$ cat src/core/spm_defines.vh
// Constants for the sleep and power manager: register offsets, field positions,
// reset values and timing counts.
// Assumes a 10 MHz system clock and a 32-bit Avalon-MM register bus.
`ifndef SPM_DEFINES_VH
`define SPM_DEFINES_VH

// ----------
// Register byte offsets
// ----------
`define SPM_OFS_SLEEP_CTRL     4'h0
`define SPM_OFS_CORE_CTRL      4'h4
`define SPM_OFS_PERIPH_GATE    4'h8
`define SPM_OFS_STATUS         4'hC

// ----------
// Field positions
// ----------
`define SPM_SC_ALLOW_BIT       0
`define SPM_SC_MODE_LSB        1
`define SPM_SC_MODE_MSB        2
`define SPM_CC_BOD_UNLOCK_BIT  5
`define SPM_CC_BOD_OFF_BIT     6
`define SPM_PG_WIDTH           6

// ----------
// Sleep mode encodings
// ----------
`define SPM_MODE_IDLE          2'h0
`define SPM_MODE_ADC_NR        2'h1
`define SPM_MODE_PWR_DOWN      2'h2
`define SPM_MODE_PWR_SAVE      2'h3

// ----------
// Reset values
// ----------
`define SPM_RST_SLEEP_CTRL     3'h0
`define SPM_RST_PERIPH_GATE    6'h00

// ----------
// Timing counts at 10 MHz
// ----------
`define SPM_CLK_MHZ            16'h000A
`define SPM_WAKE_HOLD_CYC      3'h4
`define SPM_BOD_UNLOCK_WIN     3'h4
`define SPM_BOD_ACT_DELAY      3'h3
`define SPM_BOD_ACT_LEN        3'h3
`define SPM_BOD_WAKE_US        16'h003C
`define SPM_BOD_WAKE_CYC       (`SPM_BOD_WAKE_US * `SPM_CLK_MHZ)

`endif

$ cat src/core/spm_sync3.v
// Three-stage input synchroniser with agreement filter.
// Assumes an asynchronous input; output changes once stages two and three agree.
`timescale 1ns/100ps
`default_nettype none
module spm_sync3
(
    input  wire       clk,
    input  wire       srst,
    input  wire       ce,
    input  wire       din,
    output reg        dout
);
    reg               s1;
    reg               s2;
    reg               s3;

    always @(posedge clk)
    begin
        if (srst)
        begin
            s1   <= 1'b0;
            s2   <= 1'b0;
            s3   <= 1'b0;
            dout <= 1'b0;
        end
        else if (ce)
        begin
            s1 <= din;
            s2 <= s1;
            s3 <= s2;
            if (s2 == s3)
            begin
                dout <= s3;
            end
        end
    end
endmodule
`default_nettype wire

$ cat src/core/spm_delay_cnt.v
// Down counter used for the wake-up start-up delay.
// Assumes a load pulse with a count; done pulses one cycle when it expires.
`timescale 1ns/100ps
`default_nettype none
module spm_delay_cnt
(
    input  wire        clk,
    input  wire        srst,
    input  wire        ce,
    input  wire        load,
    input  wire [15:0] count,
    output reg         busy,
    output reg         done
);
    reg         [15:0] cnt;

    always @(posedge clk)
    begin
        if (srst)
        begin
            cnt  <= 16'h0000;
            busy <= 1'b0;
            done <= 1'b0;
        end
        else if (ce)
        begin
            done <= 1'b0;
            if (load)
            begin
                cnt  <= count;
                busy <= 1'b1;
            end
            else if (busy)
            begin
                if (cnt <= 16'h0001)
                begin
                    busy <= 1'b0;
                    done <= 1'b1;
                end
                else
                begin
                    cnt <= cnt - 16'h0001;
                end
            end
        end
    end
endmodule
`default_nettype wire

$ cat src/core/spm_sleep_manager.v
// Sleep mode and clock domain power manager with Avalon-MM register slave.
// Assumes a 10 MHz clock, a core that pulses sleep_instr once per sleep
// instruction, and wake sources other than the timer 0 events already qualified by their own enables.
// Operation
// - Sleep starts only on a sleep instruction with sleep allow set.
// - Enabled interrupt wakes; core held four cycles beyond start-up time.
// - Core state is frozen, never cleared, across sleep and wake.
// - Reset during sleep wakes and restarts from the reset vector.
// - Mode 00 idle stops core and flash clocks only.
// - Idle or noise reduction entry starts a conversion if converter enabled.
// - Mode 01 stops I/O, core and flash clocks.
// - Noise reduction wakes only on its listed sources.
// - Mode 10 power-down stops oscillator and all generated clocks.
// - Power-down wakes only on its listed asynchronous sources.
// - Power-down wake waits the fuse-defined reset start-up time.
// - Mode 11 power-save keeps the asynchronous clock running.
// - Timer 0 events wake power-save only with their enables and global enable.
// - Brown-out detector off on power-down or power-save entry when armed, back on at wake.
// - Wake after brown-out off lasts about 60 us.
// - Brown-out sleep-off resets to zero, keeping the detector on.
// - Gate bit stops peripheral clock, freezes it and blocks its registers.
// - Clearing a gate bit resumes the peripheral from its frozen state.
// - Gating acts in active and idle; deeper modes stop those clocks anyway.
// - Sleep-off active three cycles after setting, clears three cycles later.
//
// Local design decisions: the Avalon-MM slave port and the register offsets.
`timescale 1ns/100ps
`default_nettype none
`include "spm_defines.vh"
module spm_sleep_manager
(
    input  wire        clk,
    input  wire        srst,
    input  wire        ce,
    input  wire [3:0]  avs_address,
    input  wire        avs_read,
    input  wire        avs_write,
    input  wire [31:0] avs_writedata,
    input  wire [3:0]  avs_byteenable,
    output reg  [31:0] avs_readdata,
    output reg         avs_waitrequest,
    output reg  [1:0]  avs_response,
    input  wire        sleep_instr,
    input  wire [15:0] clock_source_fuses,
    input  wire        adc_enabled,
    input  wire        irq_pending,
    input  wire        adc_done_irq,
    input  wire        wdt_irq,
    input  wire        serial_start_irq,
    input  wire        async_timer_irq,
    input  wire        spm_ready_irq,
    input  wire        timer0_ovf_irq,
    input  wire        timer0_cmp_irq,
    input  wire [1:0]  timer0_irq_mask,
    input  wire        global_irq_en,
    input  wire        timer0_async_select,
    input  wire        ext_irq_line_a,
    input  wire        ext_irq_line_b,
    input  wire        pin_change_irq,
    input  wire        sys_reset_req,
    output reg         core_hold,
    output reg         core_reset_vector,
    output reg         core_clock_en,
    output reg         flash_clock_en,
    output reg         io_clock_en,
    output reg         adc_clock_en,
    output reg         async_clock_en,
    output reg         osc_en,
    output reg  [5:0]  periph_clock_en,
    output reg         adc_start_conv,
    output reg         brownout_detector_en,
    output reg         sleeping
);
    // ----------
    // States
    // ----------
    localparam [1:0] ST_RUN   = 2'h0;
    localparam [1:0] ST_SLEEP = 2'h1;
    localparam [1:0] ST_START = 2'h2;
    localparam [1:0] ST_HOLD  = 2'h3;

    reg        [1:0] state;
    reg        [1:0] mode;
    reg              sleep_allow_bit;
    reg        [1:0] sleep_mode_select;
    reg        [5:0] peripheral_clock_gate_reg;
    reg              brownout_sleep_unlock;
    reg        [2:0] unlock_cnt;
    reg        [2:0] arm_cnt;
    reg        [2:0] act_cnt;
    reg              brownout_sleep_off;
    reg              bod_was_off;
    reg        [2:0] hold_cnt;
    reg              ack;
    reg              reset_pending;
    wire             ext_a_s;
    wire             ext_b_s;
    wire             pin_chg_s;
    wire             wake;
    wire             dly_busy;
    wire             dly_done;
    reg              dly_load;
    reg       [15:0] dly_count;
    wire             req;
    wire             wr_lo;

    // ----------
    // Pin synchronisers
    // ----------
    // Level wake lines come from pins; the far side keeps them held until
    // the filter has seen them, so a short glitch never wakes the core.
    spm_sync3 u_sync_a (.clk(clk), .srst(srst), .ce(ce),
                        .din(ext_irq_line_a), .dout(ext_a_s));
    spm_sync3 u_sync_b (.clk(clk), .srst(srst), .ce(ce),
                        .din(ext_irq_line_b), .dout(ext_b_s));
    spm_sync3 u_sync_p (.clk(clk), .srst(srst), .ce(ce),
                        .din(pin_change_irq), .dout(pin_chg_s));

    spm_delay_cnt u_dly (.clk(clk), .srst(srst), .ce(ce), .load(dly_load),
                         .count(dly_count), .busy(dly_busy),
                         .done(dly_done));

    // ----------
    // Wake qualification per mode
    // ----------
    wire async_wake = wdt_irq | serial_start_irq | ext_a_s | ext_b_s
                      | pin_chg_s;
    wire t0_wake = global_irq_en & ((timer0_ovf_irq & timer0_irq_mask[0])
                   | (timer0_cmp_irq & timer0_irq_mask[1]));

    assign wake = (mode == `SPM_MODE_IDLE) ? irq_pending :
                  (mode == `SPM_MODE_ADC_NR) ?
                      (async_wake | adc_done_irq | async_timer_irq
                       | spm_ready_irq) :
                  (mode == `SPM_MODE_PWR_DOWN) ? async_wake :
                  (async_wake | (timer0_async_select & t0_wake));

    // ----------
    // Bus slave
    // ----------
    // One wait cycle per access keeps the read mux off the critical path.
    assign req   = avs_read | avs_write;
    assign wr_lo = avs_write & ack & avs_byteenable[0];

    always @(posedge clk)
    begin
        if (srst)
        begin
            ack             <= 1'b0;
            avs_waitrequest <= 1'b1;
            avs_readdata    <= 32'h00000000;
            avs_response    <= 2'h0;
        end
        else if (ce)
        begin
            ack             <= req & ~ack;
            avs_waitrequest <= ~(req & ~ack);
            avs_response    <= 2'h0;
            if (avs_read & ~ack)
            begin
                if (avs_address == `SPM_OFS_SLEEP_CTRL)
                    avs_readdata <= {29'h0, sleep_mode_select,
                                     sleep_allow_bit};
                else if (avs_address == `SPM_OFS_CORE_CTRL)
                    avs_readdata <= {25'h0, brownout_sleep_off,
                                     brownout_sleep_unlock, 5'h00};
                else if (avs_address == `SPM_OFS_PERIPH_GATE)
                    avs_readdata <= {26'h0, peripheral_clock_gate_reg};
                else if (avs_address == `SPM_OFS_STATUS)
                    avs_readdata <= {28'h0, bod_was_off, mode, sleeping};
                else
                begin
                    avs_readdata <= 32'h00000000;
                    avs_response <= 2'h2;
                end
            end
        end
    end

    // ----------
    // Control registers and timed brown-out sleep-off sequence
    // ----------
    always @(posedge clk)
    begin
        if (srst)
        begin
            sleep_allow_bit           <= 1'b0;
            sleep_mode_select         <= 2'h0;
            peripheral_clock_gate_reg <= `SPM_RST_PERIPH_GATE;
            brownout_sleep_unlock     <= 1'b0;
            unlock_cnt                <= 3'h0;
            arm_cnt                   <= 3'h0;
            act_cnt                   <= 3'h0;
            brownout_sleep_off        <= 1'b0;
        end
        else if (ce)
        begin
            if (wr_lo && avs_address == `SPM_OFS_SLEEP_CTRL)
            begin
                sleep_allow_bit   <= avs_writedata[`SPM_SC_ALLOW_BIT];
                sleep_mode_select <= avs_writedata[`SPM_SC_MODE_MSB:
                                                   `SPM_SC_MODE_LSB];
            end
            if (wr_lo && avs_address == `SPM_OFS_PERIPH_GATE)
                peripheral_clock_gate_reg <=
                    avs_writedata[`SPM_PG_WIDTH-1:0];
            if (unlock_cnt != 3'h0)
                unlock_cnt <= unlock_cnt - 3'h1;
            else
                brownout_sleep_unlock <= 1'b0;
            if (arm_cnt != 3'h0)
            begin
                arm_cnt <= arm_cnt - 3'h1;
                if (arm_cnt == 3'h1)
                begin
                    brownout_sleep_off <= 1'b1;
                    act_cnt            <= `SPM_BOD_ACT_LEN;
                end
            end
            else if (act_cnt != 3'h0)
            begin
                act_cnt <= act_cnt - 3'h1;
                if (act_cnt == 3'h1)
                    brownout_sleep_off <= 1'b0;
            end
            if (wr_lo && avs_address == `SPM_OFS_CORE_CTRL)
            begin
                if (avs_writedata[`SPM_CC_BOD_OFF_BIT] &&
                    avs_writedata[`SPM_CC_BOD_UNLOCK_BIT])
                begin
                    brownout_sleep_unlock <= 1'b1;
                    unlock_cnt            <= `SPM_BOD_UNLOCK_WIN;
                end
                else if (avs_writedata[`SPM_CC_BOD_OFF_BIT] &&
                         brownout_sleep_unlock)
                begin
                    brownout_sleep_unlock <= 1'b0;
                    unlock_cnt            <= 3'h0;
                    arm_cnt               <= `SPM_BOD_ACT_DELAY;
                end
            end
        end
    end

    // ----------
    // Sleep state machine
    // ----------
    always @*
    begin
        dly_load  = 1'b0;
        dly_count = 16'h0001;
        if (state == ST_SLEEP && (wake || sys_reset_req))
        begin
            dly_load = 1'b1;
            if (bod_was_off)
                dly_count = `SPM_BOD_WAKE_CYC;
            else if (mode == `SPM_MODE_PWR_DOWN ||
                     mode == `SPM_MODE_PWR_SAVE)
                dly_count = (clock_source_fuses == 16'h0000) ?
                            16'h0001 : clock_source_fuses;
        end
    end

    always @(posedge clk)
    begin
        if (srst)
        begin
            state         <= ST_RUN;
            mode          <= `SPM_MODE_IDLE;
            sleeping      <= 1'b0;
            bod_was_off   <= 1'b0;
            hold_cnt      <= 3'h0;
            reset_pending <= 1'b0;
            core_hold     <= 1'b0;
            core_reset_vector <= 1'b0;
            adc_start_conv    <= 1'b0;
        end
        else if (ce)
        begin
            adc_start_conv    <= 1'b0;
            core_reset_vector <= 1'b0;
            case (state)
            ST_RUN:
            begin
                // Without sleep allow the instruction simply retires.
                if (sleep_instr && sleep_allow_bit)
                begin
                    state       <= ST_SLEEP;
                    mode        <= sleep_mode_select;
                    sleeping    <= 1'b1;
                    core_hold   <= 1'b1;
                    bod_was_off <= brownout_sleep_off &&
                                   sleep_mode_select[1];
                    adc_start_conv <= adc_enabled &&
                                      !sleep_mode_select[1];
                end
            end
            ST_SLEEP:
            begin
                if (wake || sys_reset_req)
                begin
                    state         <= ST_START;
                    reset_pending <= sys_reset_req;
                end
            end
            ST_START:
            begin
                sleeping <= 1'b0;
                if (dly_done)
                begin
                    state    <= ST_HOLD;
                    hold_cnt <= `SPM_WAKE_HOLD_CYC;
                end
            end
            default:
            begin
                if (hold_cnt <= 3'h1)
                begin
                    state             <= ST_RUN;
                    core_hold         <= 1'b0;
                    bod_was_off       <= 1'b0;
                    core_reset_vector <= reset_pending;
                    reset_pending     <= 1'b0;
                end
                else
                    hold_cnt <= hold_cnt - 3'h1;
            end
            endcase
        end
    end

    // ----------
    // Clock domain enables
    // ----------
    // Enables are registered so each gate sees a clean level from a flop.
    wire in_sleep = (state == ST_SLEEP);
    wire deep     = in_sleep & mode[1];

    always @(posedge clk)
    begin
        if (srst)
        begin
            core_clock_en        <= 1'b1;
            flash_clock_en       <= 1'b1;
            io_clock_en          <= 1'b1;
            adc_clock_en         <= 1'b1;
            async_clock_en       <= 1'b1;
            osc_en               <= 1'b1;
            periph_clock_en      <= 6'h3F;
            brownout_detector_en <= 1'b1;
        end
        else if (ce)
        begin
            core_clock_en  <= !in_sleep;
            flash_clock_en <= !in_sleep;
            io_clock_en    <= !(in_sleep &&
                                mode != `SPM_MODE_IDLE);
            adc_clock_en   <= !deep;
            osc_en         <= !deep;
            async_clock_en <= !(in_sleep &&
                                mode == `SPM_MODE_PWR_DOWN);
            // Deeper modes override the gates; clearing a bit resumes the
            // frozen peripheral because its state is never reset here.
            periph_clock_en <= (in_sleep && mode != `SPM_MODE_IDLE) ?
                               6'h00 : ~peripheral_clock_gate_reg;
            brownout_detector_en <= !(in_sleep && bod_was_off);
        end
    end
endmodule
`default_nettype wire

$ cat config.mk
export PLATFORM = sky130hd
export DESIGN_NAME = spm_sleep_manager
export DESIGN_NICKNAME = d
export VERILOG_FILES = /design/src/core/spm_sync3.v /design/src/core/spm_delay_cnt.v /design/src/core/spm_sleep_manager.v
export VERILOG_INCLUDE_DIRS = /design/src /design/src/core
export SDC_FILE = /design/constraint.sdc
export NUM_CORES = 1
export LEC_CHECK = 0
export BUFFER_PORTS_ARGS = -buffer_cell sky130_fd_sc_hd__buf_4
export CORE_ASPECT_RATIO = 0.5
export CORE_MARGIN = 10
export CORE_UTILIZATION = 45
export CTS_BUF_LIST = sky130_fd_sc_hd__clkbuf_8
export DETAILED_ROUTE_END_ITERATION = 8
export GPL_ROUTABILITY_DRIVEN = 1
export PLACE_DENSITY = 0.71
export RECOVER_POWER = 25
export SLEW_MARGIN = 15
export SYNTH_ARGS = -nofsm -noshare
export SYNTH_HDL_FRONTEND = slang
export SYNTH_SLANG_ARGS = --single-unit
$ cat constraint.sdc
create_clock -name clk -period 2.6 [get_ports clk]
set_clock_uncertainty 0.05 [all_clocks]
set_input_delay 0.52 -clock clk [delete_from_list [all_inputs] [get_ports clk]]
set_output_delay 0.52 -clock clk [all_outputs]
set_load 0.01 [all_outputs]
After elaboration in Yosys (flattened, before gate mapping)
Cells that the tools add are included.
Cells by class
  add/sub/neg operators: 5
  order comparisons: 2
  equal/unequal tests: 19
  multiplexer cells: 66
  bitwise gates (word level): 25
  reduce and logical (&&, ||, !) cells: 54
Operator list (count)
  $mux W16: 7
  $mux W3: 13
  $mux W1: 26
  $mux W2: 9
  $le A16 B1 Y1 const B: 1
  $logic_not A16 Y1: 1
  $reduce_and A4 Y1: 4
  $sub A16 B1 Y16 const B: 1
  $mux W7: 2
  $reduce_bool A2 Y1: 7
  $logic_and A1 B1 Y1: 12
  $mux W6: 2
  $reduce_and A2 Y1: 6
  $reduce_and A3 Y1: 4
  $sub A3 B1 Y3 const B: 4
  $or A1 B1 Y1: 10
  $and A1 B1 Y1: 9
  $reduce_bool A3 Y1: 3
  $eq A4 B4 Y1 const B: 2
  $ne A2 B1 Y1 const B: 4
  $pmux W1 S2: 4
  $eq A2 B2 Y1 const B: 3
  $eq A3 B1 Y1 const B: 2
  $logic_not A1 Y1: 6
  other kinds (17): 29
Storage, ports and cells
  bits in registers: 110
  output and inout port bits: 52
  logic and storage cells: 213

Logic depth before layout (Yosys ltp)
  depth after elaboration: 14
  depth in mapped cells: 8

Cells and area by module
From an unflattened synthesis, not the netlist that was laid out.
Second synthesis, totals
  cell total of the unflattened synthesis: 576
  area total of the unflattened synthesis: 4802.1 um^2
Modules (own cells, without submodules)
  spm_sleep_manager: times used 1, cells an instance 366, area each 2981.6 um^2
  spm_delay_cnt: times used 1, cells an instance 162, area each 1306.3 um^2
  spm_sync3: times used 3, cells an instance 16, area each 171.4 um^2

Worst setup path before layout
Ideal clock, no wire load.
  path kind: input-to-reg
  start point: input serial_start_irq
  end point: register u_dly.cnt[12]
  library setup time: 0.117 ns
  data arrival time: 2.042 ns
  required time: 2.433 ns
  setup slack: 0.391 ns
  stages: 5
  path buffers: 0
  path through: or4_4 o31a_2 o311a_1 a22o_1 a32o_1
On the way
  cells in the longest elaborated chain, start to end: 14
  elaborated cells between the ends (all ways): 19
  those cells by class: eq/ne (1); mux (6); bitwise (8); reduce/logical (4)
Ends and longest elaborated chain
  start, declared: RTL line spm_sleep_manager.v:49  | input wire serial_start_irq,
  $or A1 B1 Y1 * (3 in series): RTL line spm_sleep_manager.v:126  | wire async_wake = wdt_irq | serial_start_irq | ext_a_s | ext_b_s
  $or A1 B1 Y1 *: RTL line spm_sleep_manager.v:127  | | pin_chg_s;
  $or A1 B1 Y1 (2 in series): RTL line spm_sleep_manager.v:133  | (async_wake | adc_done_irq | async_timer_irq
  $or A1 B1 Y1: RTL line spm_sleep_manager.v:134  | | spm_ready_irq) :
  $mux W1 *: RTL line spm_sleep_manager.v:132  | (mode == `SPM_MODE_ADC_NR) ?
  $mux W1 *: RTL line spm_sleep_manager.v:131  | assign wake = (mode == `SPM_MODE_IDLE) ? irq_pending :
  $logic_or A1 B1 Y1 *: RTL line spm_sleep_manager.v:252  | if (state == ST_SLEEP && (wake || sys_reset_req))
  $logic_and A1 B1 Y1 *: RTL line spm_sleep_manager.v:252
  $mux W1: RTL line spm_sleep_manager.v:252
  $ne A2 B2 Y1 (no line) / $reduce_bool A2 Y1 (equally long branches)
  $reduce_and A3 Y1 (no line)
  end signal, assigned: RTL line spm_delay_cnt.v:30  | cnt <= count;
  end signal, assigned: RTL line spm_delay_cnt.v:42  | cnt <= cnt - 16'h0001;
  end, declared: RTL line spm_delay_cnt.v:15  | reg [15:0] cnt;
Mark *: on every way between the ends. The rest lies on a longest branch, timed or not.
A chain may end at the register's enable or synchronous reset.

Worst setup path after layout
  start point: register u_dly.cnt[0]
  end point: register u_dly.cnt[2]
On the way
  cells in the longest elaborated chain, start to end: 4
  elaborated cells between the ends (all ways): 7
  those cells by class: add/sub (1); order compare (1); eq/ne (1); mux (3); reduce/logical (1)
Ends and longest elaborated chain
  $sub A16 B1 Y16: RTL line spm_delay_cnt.v:42
  $mux W16: RTL line spm_delay_cnt.v:35  | if (cnt <= 16'h0001)
  $mux W16: RTL line spm_delay_cnt.v:33  | else if (busy)
  $mux W16: RTL line spm_delay_cnt.v:28  | if (load)
Several ways; a longest one is shown, not always the timed one. The select of a mux whose other input is x is not followed.

==> impl_results.md <==
- Crit. Startpoint: u_dly.cnt[0]
- Finished Cell Area: approximately 5400 um^2
- CP required: about 2.9 ns
- Clock Latency Late Sink: between 0.3 and 0.4 ns
- RSZ-0062 raised after global routing: no
- Top Registers: u_dly.cnt (16), avs_readdata (7)
- CP peak stage delay: around 0.58 ns
- Crit path max-delay family: compound AO/OA/AOI/OAI gates
- Leakage: 2.22 nW
- # diodes: 0
- Clk root buf: clkbuf_8
- FFs w/ async S/R, synth: 0%
- Top-Level Pins: roughly 130
- Max reg flops: 16
- HP Class: input port to register
- Hold buffer count at cts: 0
- Crit. End Element: register
- Pwr/cell area: around 530 nW/um^2
- Tcrit/Tclk final: about nine tenths
- TritonCTS clock tree: built
- Vias in the first global route: 3951
- Longest Clk Path Bufs: 2
- Dpl hpwl: between 9 and 10 mm
- Core Region: 9700 um^2
- Grt total ovfl: 0
- Worst Path Arrival: between 2 and 3 ns
- Post-CTS Setup Repair Bufs: 0
- Largest net degree at the start of global routing: 60
- CTS clk-pin slew, worst paths: 0.09 ns
- Setup CP Type: register to register
- PostCTS Resize Cnt: 0
- Area grow syn2layout: 18.5%
- Initial core utilization: 47.4%
- WL final: ~12 mm
- # Max-Cap Violations: 0
- Die area: approximately 15000 um^2
- CP cell instances: inv_1 > ha_1 > nor2_1 > nor4b_1 > buf_4 > a31o_2 > a21oi_1 > a32o_1
- Layout cell share with drive strength beyond 1: 20.6%
- Vias per cell: 5.41
- Most frequent cells in the layout: 92 x buf_4, 84 x dfxtp_1, 55 x nor2_1
- VDD IR max: approximately 0.29 mV
- Die Span Y: between 90 and 100 um
- Drt wl/cell: 16.1 um
- Depth of the CTS H-tree: 3
- Clock sinks: 84
- Achievable Freq: 423 MHz
- Placed inst area: between 5000 and 6000 um^2
- Final ANT Viol Nets: 0
- Yosys top cell by area: dfxtp_1
- Slowest CP cell: a21oi_1
- Number of core rows: 25
- Ys flop type: dfxtp_1
- Die width: 163 um
- Initial antenna violation count: 0
- Mean post-synth cell area: about 8.6 um^2
- Slew Viols, Final: 0
- Pre-antenna DRT Iters: 5
- Hold_sp: ext_irq_line_a
- Final hold viol count: 0
- Outcome: finished, final reports clean
- Num CTS Buffers: 9
- GR Util All Layers: between 10% and 20%
- Slew HR: between 10% and 20%
- Fin Setup TNS: 0 ns
- Fin nets: a little over 700
- First-pass GRT wire length: around 20 mm
- R2r startpoint: u_dly.cnt[0]
- Initial detailed-routing violation count: between 200 and 300
- Port bufs: 76
- CP Buf/Inv Count: 2
- Synth top area share: around 37%
- Post-Syn Area: 4590 um^2
- EDFF count, synth: 0
- Sequential fraction of the synthesis area: between 30% and 40%
- Min cycle time layout: roughly 2.4 ns
- Startpoint class of the critical path: register
- Vias: roughly 4100
- Slew @ Worst Pin: 1.22 ns
- YS warnings: 0
- Main area contributors after synthesis: dfxtp_1 37%, mux2i_1 6.3%, buf_4 4.9%
- Synth Instances: about 540
- Maximum fanout along the worst path: 12
- Commonest non-fill, non-tap cell in the layout: buf_4
- Final Wtd Congestion: between 0.8 and 0.9
- Flops & latches, synth: between 80 and 90
- Final setup violation count: 0
- Largest register by flop count: u_dly.cnt
- Netlist cell types: 67
- Drt drc: 0
final timing paths:
| path | endpoint | slack, ns | depth (start not counted) |
|---|---|---|---|
| min reg2reg | core_reset_vector | 0.41 | 2 |
| max reg2reg | u_dly.cnt[2] | 0.24 | 8 |
| min | u_sync_a.s1 | 0.32 | 3 |
| max | u_dly.cnt[2] | 0.24 | 8 |
synthesized netlist by cell type (7+ instances only):
cell and number:
dfxtp_1 84, o21ai_0 27, nor2_1 55, a21oi_1 31, clkbuf_1 15, mux2i_1 29
a31oi_1 8, nor3_1 13, nand3_1 14, nand4_1 7, nand2b_1 10, nand2_1 47
ha_1 16, a32o_1 8, buf_4 30, inv_1 26, a22oi_1 10
metrics by stage:
step	total power, mW	hold slack [ns]	std cells	utilization [%]	worst slack (ns)
2_1_floorplan	1.80	0.386	560	-	0.391
3_3_place_gp	1.94	0.394	745	54.3	0.168
6_report	2.90	0.322	761	56.2	0.236
5_1_grt	3.07	0.325	761	56.2	0.0361
3_5_place_dp	1.95	0.396	745	54.3	0.155
4_1_cts	2.93	0.310	761	56.5	0.254
metal layers:
layer	global-route usage, %	share of wire (%)	wire length (um)	up-vias
li1	-	-	-	2079
met1	19.3	45	5550	1902
met2	26.0	46	5650	122
met3	4.86	7.6	930	11
met4	5.15	1.1	139	0
met5	0	0	0	-
cell type report:
cell class / instances / area, um^2
fillers: 921 / 4250
flip-flops and latches: 84 / 1680
well taps: 135 / 169
inverters: 27 / 101
multi-input cells: 398 / 2560
repair buffers: 101 / 726
clock buffers: 10 / 138
clock inverters: 6 / 71.3
power by group:
part | total, mW | switching, mW | internal [mW] | leakage, nW
clock network | 0.987 | 0.509 | 0.478 | 0.0995
logic | 0.531 | 0.300 | 0.232 | 1.44
registers | 1.39 | 0.0363 | 1.35 | 0.681
tightest hold or removal path: cells and delay by family:
family                 cells  cell delay, ns
muxes                      1            0.05
buffers and inverters      1            0.07
and+or+nand+nor            1            0.07
logic make-up after synthesis:
group | share of synthesized area, %
AOI/OAI and AO/OA | 22.1
other | 0.0816
buffers and inverters | 9.72
muxes | 7.05
xor gates and xnor gates | 0.381
DFF | 36.6
and+or+nand+nor | 19.7
adders and majority gates | 4.36
(Power assumes the default switching activity.)
